==> src/hw/lwc_cfg.svh <==
`ifndef LWC_CFG_SVH
`define LWC_CFG_SVH

// clock rate and link timing
`define LWC_CLK_MHZ 200
`define LWC_MODE_SETTLE_NS 10000
`define LWC_NORMAL_INIT_NS 5000
`define LWC_BIT_NS 50000

// fifo shape and byte frame
`define LWC_FIFO_WIDTH 8
`define LWC_FIFO_DEPTH 4
`define LWC_FRAME_BITS 10

// reset levels of the pins
`define LWC_EN_RST 1'b0
`define LWC_TXD_RST 1'b1

`endif

==> src/hw/lwc_pkg.sv <==
package lwc_pkg;

  typedef enum logic [5:0] {
    LWC_PWRUP = 6'h01,
    LWC_STANDBY = 6'h02,
    LWC_TO_NORMAL = 6'h04,
    LWC_NORMAL = 6'h08,
    LWC_TO_SLEEP = 6'h10,
    LWC_SLEEP = 6'h20
  } lwc_mode_t;

  typedef struct packed {
    logic go_normal;
    logic go_sleep;
  } lwc_cmd_t;

  typedef struct packed {
    lwc_mode_t mode;
    logic sleep_pending;
    logic tx_busy;
  } lwc_stat_t;

endpackage : lwc_pkg

==> src/hw/lwc_fifo.sv <==
`timescale 1ns/1ps
`include "lwc_cfg.svh"

module lwc_fifo import lwc_pkg::*; #(
  parameter int WIDTH = `LWC_FIFO_WIDTH,
  parameter int DEPTH = `LWC_FIFO_DEPTH
) (
  input wire logic clock,
  input wire logic rst_b,
  input wire logic clk_en,
  input wire logic [WIDTH-1:0] in_data,
  input wire logic in_valid,
  output logic in_ready,
  output logic [WIDTH-1:0] out_data,
  output logic out_valid,
  input wire logic out_ready
);
  // depth must be a power of two so the pointers wrap by themselves
  localparam int AW = (DEPTH > 1) ? $clog2(DEPTH) : 1;
  localparam int CW = $clog2(DEPTH + 1);

  logic [WIDTH-1:0] mem_reg [DEPTH];
  logic [WIDTH-1:0] mem_next [DEPTH];
  logic [AW-1:0] wr_ptr_reg, wr_ptr_next, rd_ptr_reg, rd_ptr_next;
  logic [CW-1:0] count_reg, count_next;
  logic ready_reg, ready_next, empty_reg, empty_next;
  logic push, pop;

  // ready is kept as its own flop so the port comes straight from a register
  assign in_ready = ready_reg;
  assign out_valid = !empty_reg;
  assign out_data = mem_reg[rd_ptr_reg];

  always_comb begin
    push = in_valid && ready_reg;
    pop = out_ready && !empty_reg;
    mem_next = mem_reg;
    wr_ptr_next = wr_ptr_reg;
    rd_ptr_next = rd_ptr_reg;
    count_next = count_reg;
    if (push) begin
      mem_next[wr_ptr_reg] = in_data;
      wr_ptr_next = AW'(wr_ptr_reg + 1'b1);
    end
    if (pop) begin
      rd_ptr_next = AW'(rd_ptr_reg + 1'b1);
    end
    if (push && !pop) begin
      count_next = CW'(count_reg + 1'b1);
    end else if (pop && !push) begin
      count_next = CW'(count_reg - 1'b1);
    end
    ready_next = (count_next != CW'(DEPTH));
    empty_next = (count_next == '0);
  end

  always_ff @(posedge clock or negedge rst_b) begin
    if (!rst_b) begin
      for (int i = 0; i < DEPTH; i++) begin
        mem_reg[i] <= '0;
      end
      wr_ptr_reg <= '0;
      rd_ptr_reg <= '0;
      count_reg <= '0;
      ready_reg <= 1'b1;
      empty_reg <= 1'b1;
    end else if (clk_en) begin
      mem_reg <= mem_next;
      wr_ptr_reg <= wr_ptr_next;
      rd_ptr_reg <= rd_ptr_next;
      count_reg <= count_next;
      ready_reg <= ready_next;
      empty_reg <= empty_next;
    end
  end

endmodule : lwc_fifo

==> src/hw/lwc_host.sv <==
`timescale 1ns/1ps
`include "lwc_cfg.svh"

module lwc_host import lwc_pkg::*; #(
  parameter int SETTLE_CYC = (`LWC_MODE_SETTLE_NS * `LWC_CLK_MHZ + 999) / 1000,
  parameter int INIT_CYC = (`LWC_NORMAL_INIT_NS * `LWC_CLK_MHZ + 999) / 1000,
  parameter int BIT_CYC = (`LWC_BIT_NS * `LWC_CLK_MHZ) / 1000,
  parameter int DW = `LWC_FIFO_WIDTH,
  parameter int DEPTH = `LWC_FIFO_DEPTH
) (
  input wire logic clock,
  input wire logic rst_b,
  input wire logic clk_en,
  input wire lwc_cmd_t cmd,
  input wire logic [DW-1:0] tx_data,
  input wire logic tx_valid,
  output logic tx_ready,
  input wire logic rxd,
  output logic en,
  output logic txd,
  output logic rx_level,
  output logic wake_seen,
  output lwc_stat_t status
);
  localparam int TW = 16;
  localparam logic [TW-1:0] SETTLE_T = TW'(SETTLE_CYC);
  localparam logic [TW-1:0] WAKE_T = TW'(SETTLE_CYC + INIT_CYC);
  localparam logic [TW-1:0] BIT_T = TW'(BIT_CYC);
  localparam int FB = `LWC_FRAME_BITS;

  //////////////////////////////////////////////////////////////////////
  // data buffer in front of the serializer
  logic [DW-1:0] fifo_data;
  logic fifo_valid, fifo_pop;

  lwc_fifo #(.WIDTH(DW), .DEPTH(DEPTH)) u_fifo (
    .clock(clock),
    .rst_b(rst_b),
    .clk_en(clk_en),
    .in_data(tx_data),
    .in_valid(tx_valid),
    .in_ready(tx_ready),
    .out_data(fifo_data),
    .out_valid(fifo_valid),
    .out_ready(fifo_pop)
  );

  //////////////////////////////////////////////////////////////////////
  // mode tracking and select pin
  lwc_mode_t mode_reg, mode_next;
  logic [TW-1:0] timer_reg, timer_next;
  logic en_reg, en_next, pend_reg, pend_next, wake_reg, wake_next;
  logic rx_reg, rx_next;
  logic busy_reg;

  always_comb begin
    mode_next = mode_reg;
    timer_next = (timer_reg != '0) ? TW'(timer_reg - 1'b1) : timer_reg;
    en_next = en_reg;
    pend_next = pend_reg || cmd.go_sleep;
    wake_next = 1'b0;
    rx_next = 1'b1;
    case (mode_reg)
      LWC_PWRUP: begin
        // select held low so the part comes up in standby
        if (timer_reg == '0) begin
          mode_next = LWC_STANDBY;
        end
      end
      LWC_STANDBY: begin
        // sleep only reachable through normal, so a pending sleep wakes first
        if (cmd.go_normal || pend_next) begin
          en_next = 1'b1;
          timer_next = WAKE_T;
          mode_next = LWC_TO_NORMAL;
        end
      end
      LWC_TO_NORMAL: begin
        if (timer_reg == '0) begin
          mode_next = LWC_NORMAL;
        end
      end
      LWC_NORMAL: begin
        rx_next = rxd;
        if (pend_reg && !busy_reg && !fifo_valid) begin
          en_next = 1'b0;
          timer_next = SETTLE_T;
          pend_next = 1'b0;
          mode_next = LWC_TO_SLEEP;
        end
      end
      LWC_TO_SLEEP: begin
        // receive output is not trusted while the part switches
        if (timer_reg == '0) begin
          mode_next = LWC_SLEEP;
        end
      end
      default: begin
        pend_next = 1'b0;
        if (cmd.go_normal) begin
          en_next = 1'b1;
          timer_next = WAKE_T;
          mode_next = LWC_TO_NORMAL;
        end else if (!rxd) begin
          // bus wake or undervoltage both read as a low receive line
          wake_next = 1'b1;
          mode_next = LWC_STANDBY;
        end
      end
    endcase
  end

  always_ff @(posedge clock or negedge rst_b) begin
    if (!rst_b) begin
      mode_reg <= LWC_PWRUP;
      timer_reg <= SETTLE_T;
      en_reg <= `LWC_EN_RST;
      pend_reg <= 1'b0;
      wake_reg <= 1'b0;
      rx_reg <= 1'b1;
    end else if (clk_en) begin
      mode_reg <= mode_next;
      timer_reg <= timer_next;
      en_reg <= en_next;
      pend_reg <= pend_next;
      wake_reg <= wake_next;
      rx_reg <= rx_next;
    end
  end

  //////////////////////////////////////////////////////////////////////
  // byte serializer: start bit, 8 data bits lsb first, stop bit
  logic busy_next, txd_reg, txd_next;
  logic [FB-1:0] shift_reg, shift_next;
  logic [3:0] bit_reg, bit_next;
  logic [TW-1:0] baud_reg, baud_next;

  always_comb begin
    busy_next = busy_reg;
    shift_next = shift_reg;
    bit_next = bit_reg;
    baud_next = baud_reg;
    fifo_pop = 1'b0;
    // stalling here while not normal lets the fifo fill up
    if (!busy_reg) begin
      // keeps draining while sleep is pending, else sleep would wait forever
      if (mode_reg == LWC_NORMAL && fifo_valid) begin
        fifo_pop = 1'b1;
        busy_next = 1'b1;
        shift_next = {1'b1, fifo_data, 1'b0};
        bit_next = '0;
        baud_next = BIT_T;
      end
    end else if (baud_reg > TW'(1)) begin
      baud_next = TW'(baud_reg - 1'b1);
    end else if (bit_reg == 4'(FB - 1)) begin
      busy_next = 1'b0;
      shift_next = '1;
    end else begin
      shift_next = {1'b1, shift_reg[FB-1:1]};
      bit_next = 4'(bit_reg + 1'b1);
      baud_next = BIT_T;
    end
    txd_next = busy_next ? shift_next[0] : 1'b1;
  end

  always_ff @(posedge clock or negedge rst_b) begin
    if (!rst_b) begin
      busy_reg <= 1'b0;
      shift_reg <= '1;
      bit_reg <= '0;
      baud_reg <= '0;
      txd_reg <= `LWC_TXD_RST;
    end else if (clk_en) begin
      busy_reg <= busy_next;
      shift_reg <= shift_next;
      bit_reg <= bit_next;
      baud_reg <= baud_next;
      txd_reg <= txd_next;
    end
  end

  assign en = en_reg;
  assign txd = txd_reg;
  assign rx_level = rx_reg;
  assign wake_seen = wake_reg;
  assign status = '{mode: mode_reg, sleep_pending: pend_reg, tx_busy: busy_reg};

  //////////////////////////////////////////////////////////////////////
  // checks; helper counters measure how long the select level has stood
  logic [TW-1:0] hi_cnt, lo_cnt;

  always_ff @(posedge clock or negedge rst_b) begin
    if (!rst_b) begin
      hi_cnt <= '0;
      lo_cnt <= '0;
    end else if (clk_en) begin
      hi_cnt <= en_reg ? ((hi_cnt == '1) ? hi_cnt : TW'(hi_cnt + 1'b1)) : '0;
      lo_cnt <= !en_reg ? ((lo_cnt == '1) ? lo_cnt : TW'(lo_cnt + 1'b1)) : '0;
    end
  end

  property p_pwrup_low;
    @(posedge clock) disable iff (!rst_b)
    (mode_reg == LWC_PWRUP) |-> !en_reg;
  endproperty
  a_pwrup_low: assert property (p_pwrup_low) else $error("select high at power-up");

  property p_wake_hold;
    @(posedge clock) disable iff (!rst_b)
    (mode_reg == LWC_TO_NORMAL && mode_next == LWC_NORMAL && clk_en)
      |-> en_reg && (hi_cnt >= WAKE_T);
  endproperty
  a_wake_hold: assert property (p_wake_hold) else $error("normal entered too early");

  property p_sleep_hold;
    @(posedge clock) disable iff (!rst_b)
    (mode_reg == LWC_TO_SLEEP && mode_next == LWC_SLEEP && clk_en)
      |-> !en_reg && (lo_cnt >= SETTLE_T);
  endproperty
  a_sleep_hold: assert property (p_sleep_hold) else $error("sleep entered too early");

  property p_local_wake;
    @(posedge clock) disable iff (!rst_b)
    (mode_reg == LWC_SLEEP && cmd.go_normal && clk_en)
      |=> en_reg && mode_reg == LWC_TO_NORMAL;
  endproperty
  a_local_wake: assert property (p_local_wake) else $error("local wake not raised");

  property p_blank_rx;
    @(posedge clock) disable iff (!rst_b)
    (mode_reg == LWC_TO_SLEEP) |=> !wake_reg;
  endproperty
  a_blank_rx: assert property (p_blank_rx) else $error("wake taken while settling");

  property p_low_rx;
    @(posedge clock) disable iff (!rst_b)
    (mode_reg == LWC_SLEEP && !rxd && !cmd.go_normal && clk_en)
      |=> wake_reg && mode_reg == LWC_STANDBY;
  endproperty
  a_low_rx: assert property (p_low_rx) else $error("low receive not reported");

  property p_tx_quiet;
    @(posedge clock) disable iff (!rst_b)
    (mode_reg != LWC_NORMAL && !busy_reg) |-> txd_reg;
  endproperty
  a_tx_quiet: assert property (p_tx_quiet) else $error("transmit active outside normal");

  property p_rx_follow;
    @(posedge clock) disable iff (!rst_b)
    (mode_reg == LWC_NORMAL && mode_next == LWC_NORMAL && clk_en) |=> rx_reg == $past(rxd);
  endproperty
  a_rx_follow: assert property (p_rx_follow) else $error("receive level not mirrored");

endmodule : lwc_host

==> config.mk <==
export PLATFORM = sky130hd
export DESIGN_NAME = lwc_host
export DESIGN_NICKNAME = d
export VERILOG_FILES = /design/src/hw/lwc_pkg.sv /design/src/hw/lwc_fifo.sv /design/src/hw/lwc_host.sv
export VERILOG_INCLUDE_DIRS = /design/src /design/src/hw
export SDC_FILE = /design/constraint.sdc
export NUM_CORES = 1
export LEC_CHECK = 0
export ABC_AREA = 1
export BUFFER_PORTS_ARGS = -buffer_cell sky130_fd_sc_hd__buf_4
export CAP_MARGIN = 20
export CORE_MARGIN = 2
export CORE_UTILIZATION = 50
export CTS_CLUSTER_DIAMETER = 40
export CTS_CLUSTER_SIZE = 25
export DETAILED_ROUTE_END_ITERATION = 12
export GPL_ROUTABILITY_DRIVEN = 0
export PLACE_DENSITY = 0.67
export SLEW_MARGIN = 20
export SYNTH_ARGS = -nofsm -noshare
export SYNTH_HDL_FRONTEND = slang
export SYNTH_HIERARCHICAL = 1
export SYNTH_SLANG_ARGS = --single-unit
==> constraint.sdc <==
create_clock -name clock -period 3.2 [get_ports clock]
set_clock_uncertainty 0.2 [all_clocks]
set_input_delay 0.32 -clock clock [delete_from_list [all_inputs] [get_ports clock]]
set_output_delay 0.32 -clock clock [all_outputs]
set_load 0.005 [all_outputs]
==> flow_summary.yaml <==
grt:
  grt_max_degree: 72
  grt-ovfl-total: 0
  grt_pass1_vias: 4667
  antenna_found_initial: 0
  grt_pass1_wl_um: 21300
  grt_usage_pct: 20.7
setup_path:
  cp_slowest_cell: "dfrtp_1"
  crit_required_ns: 3.28
  end_kind: "flop"
  cpPeakStageDelay_ns: 0.43
  cp_common_cell: "nand2_1"
  critPathBufInv: 2
  reg2regPathDepth: 13
  critPathLaunchType: "flop"
  cp_max_fo: 12
  path_depth: 13
  reg2reg_setup_slack_ns: 0.72
  arrival_ns: 2.56
  critPathKind: "flop to flop"
  reg2reg_from: "mode_reg[5]$_DFFE_PN0P_"
  r2r-end: "u_fifo/empty_reg$_DFFE_PN1P_"
  cp-endpoint: "u_fifo/empty_reg$_DFFE_PN1P_"
  path_cells: "nor2_4 -> nand3_2 -> inv_2 -> nand2_2 -> nor2_2 -> nand2_1 -> nand2_1 -> nand2_1 -> nand2_1 -> nand2_1 -> inv_1 -> nand2_1 -> o21ai_0"
  path_delay_family: "simple AND/OR/NAND/NOR gates"
  cp-startpoint: "mode_reg[5]$_DFFE_PN0P_"
timing:
  max-slew-margin-rel_pct: 41.8
  drv_slew: 0
  hold_viol_final: 0
  post-route-period-util_pct: 77.5
  setup_tns_ns: 0
  period_needed_ns: 2.48
  rsz0062_at_grt: "false"
  max_freq_ghz: 0.403
  worst_slew_pin_slew_ns: 0.873
  setup-violations-final: 0
detailed_routing:
  drt_iter0_drc: 324
  vias_per_cell: 5.21
  ant_nets: 0
  wl_um: 12200
  avgRoutedWirePerCell_um: 13.1
  drc_errors: 0
  vias: 4862
  firstDrtPassIters: 5
synthesis:
  netlist_instances: 764
  synth_area_leaders: "dfrtp_1 34%, nand2_1 13%, dfstp_2 9.6%"
  synth_area_mm2: 0.00577
  seq_area_frac_synth_pct: 43.4
  synth.most_common_cell: "nand2_1"
  avgSynthCellArea_um2: 7.55
  synth_warnings: 6
  synthTopCellsByCount: "207 x nand2_1, 90 x nor2_1, 82 x inv_1, 78 x dfrtp_1, 63 x nand3_1"
  async_reset_ff_share_pct: 100
  synth.largest_area_cell: "dfrtp_1"
  synth-main-ff-cell: "dfrtp_1"
  synth_edf_count: 0
  postSynthNetCount: 790
  yosys.cell_types.count: 36
  synth.top_cell.area_share_pct: 33.8
  ys_seq_elements: 99
layout:
  syn2layout_area_growth_pct: 9.91
  largest_register_ffs: 32
  final_nets: 812
  n_antenna_cell: 0
  finalInstanceArea_mm2: 0.00634
  fillCellCount: 1067
  drive_gt1_share_pct: 15.2
floorplanning:
  core_mm2: 0.0113
  rows: 39
  dieWidth_um: 111
  initial_utilization_pct: 51.0
  io-pin-count: 28
  dieHeight_um: 111
  die-area_mm2: 0.0124
place:
  dp_hpwl_um: 8630
  placed_cell_area_mm2: 0.00602
  io_buffers: 27
clock_tree:
  cts_root_buf: "clkbuf_16"
  clock_sinks: 99
  h-tree-depth: 3
  postCtsSetupBuffers: 0
  clock_latency_ns: 0.35
  numCtsBuffers: 9
  cts_tree: "yes"
  path_clk_slew_ns: 0.08
  cts_buffer_depth: 2
pwr:
  seq_power_share_pct: 39.3
  sw_frac_of_total_pct: 42.9
  power_frac_clock_pct: 20.2
  leakage_nw: 3.15
  switchingPower_mw: 2.33
  combPwrFrac_pct: 40.4
  vdd_drop_max_mv: 0.534
  p_int_mw: 3.10
  p_per_area_mw_per_mm2: 855
min_path:
  hold_start: "tx_data[1]"
  hold_path.class: "input pin to flop"
run_status:
  status: "finished, final reports clean"
flow_run:
  cap_violations: 0
[how the worst min path moves through the flow]
stage	endpoint	slack [ns]	cells after the start
after floorplan	baud_reg[0]$_DFFE_PN0P_	-0.18	0
after global placement	u_fifo/mem_reg[11]$_DFFE_PN0P_	0.26	2
after detailed placement	u_fifo/mem_reg[20]$_DFFE_PN0P_	0.26	2
after CTS	u_fifo/mem_reg[25]$_DFFE_PN0P_	0.05	3
after global routing	u_fifo/mem_reg[11]$_DFFE_PN0P_	0.06	3
final	u_fifo/mem_reg[25]$_DFFE_PN0P_	0.06	3
[layer usage]
layer	track usage [%]	vias up	part of all wire (%)
li1	-	2504	-
met1	26.6	2275	47
met2	35.1	70	49
met3	4.68	13	3.4
met4	6.26	0	1.4
met5	0	-	0
[kinds of logic after synthesis]
logic type	synth area share (%)
adders and majority gates	2.39
and+or+nand+nor	32.7
xor gates and xnor gates	2.13
DFF	43.4
AOI/OAI and AO/OA	11.0
buffers and inverters	8.48
[stage by stage]
step | total power, mW | std cells | util, % | setup slack [ns] | hold slack [ns]
finish | 5.42 | 934 | 56.0 | 0.720 | 0.0550
global route | 5.90 | 934 | 56.0 | 0.447 | 0.0575
CTS | 5.46 | 934 | 56.0 | 0.723 | 0.0490
detailed placement | 4.34 | 916 | 53.2 | 0.739 | 0.264
global placement | 4.26 | 916 | 53.2 | 0.817 | 0.260
floorplan | 3.80 | 764 | - | 1.23 | -0.176
[power by group through the flow]
stage / Sequential [mW] / Clock [mW] / Combinational, mW
3_5_place_dp: 2.15 / 0 / 2.19
3_3_place_gp: 2.13 / 0 / 2.13
6_report: 2.13 / 1.10 / 2.19
5_1_grt: 2.20 / 1.18 / 2.51
2_1_floorplan: 2.00 / 0 / 1.80
4_1_cts: 2.13 / 1.13 / 2.20
[worst reg2reg max path, delay by kind of cell, from the launching register on]
family	cells	cell delay [ns]
and+or+nand+nor	10	1.43
DFF	1	0.43
buffers and inverters	2	0.21
AOI/OAI and AO/OA	1	0.15
[placed cells by master (no fill, tap or decap)]
master,n
or2_2,6
clkinv_8,1
o21ai_0,41
nor2_8,2
clkbuf_16,9
nand2_2,7
nand2_4,4
o21ai_1,39
clkinvlp_4,1
inv_6,2
nand4_2,2
nand3_1,63
xor2_1,14
nand3_2,3
nor2_2,8
ha_1,11
nand2_1,207
o31ai_1,2
and3_1,1
dfstp_2,21
nor2_1,90
o21ai_2,11
inv_8,3
nor2_4,2
inv_4,1
o22ai_1,9
nand4_1,17
dlygate4sd3_1,2
dfrtp_1,78
buf_4,31
nor3_1,6
inv_2,4
o21a_1,1
nand3b_1,1
o21bai_1,2
a21oi_1,5
a21oi_4,1
nor3_2,1
inv_1,82
[timing repair]
| action | 4_1_cts | 5_1_grt |
|---|---|---|
| resized for setup | 0 | 0 |
| hold buffers | 2 | 0 |
| endpoints found under the hold margin | 58 | 0 |
[area by class of cell]
| cell class | instances | area (um^2) | area share [%] |
|---|---|---|---|
| multi-input cells | 556 | 2780 | 43.8 |
| flip-flops and latches | 99 | 2500 | 39.5 |
| inverters | 87 | 329 | 5.19 |
| repair buffers | 33 | 253 | 3.99 |
| clock buffers | 9 | 225 | 3.55 |
| well taps | 143 | 179 | 2.82 |
| clock inverters | 7 | 75.1 | 1.18 |
No activity file was read; power rests on OpenSTA's default activity.
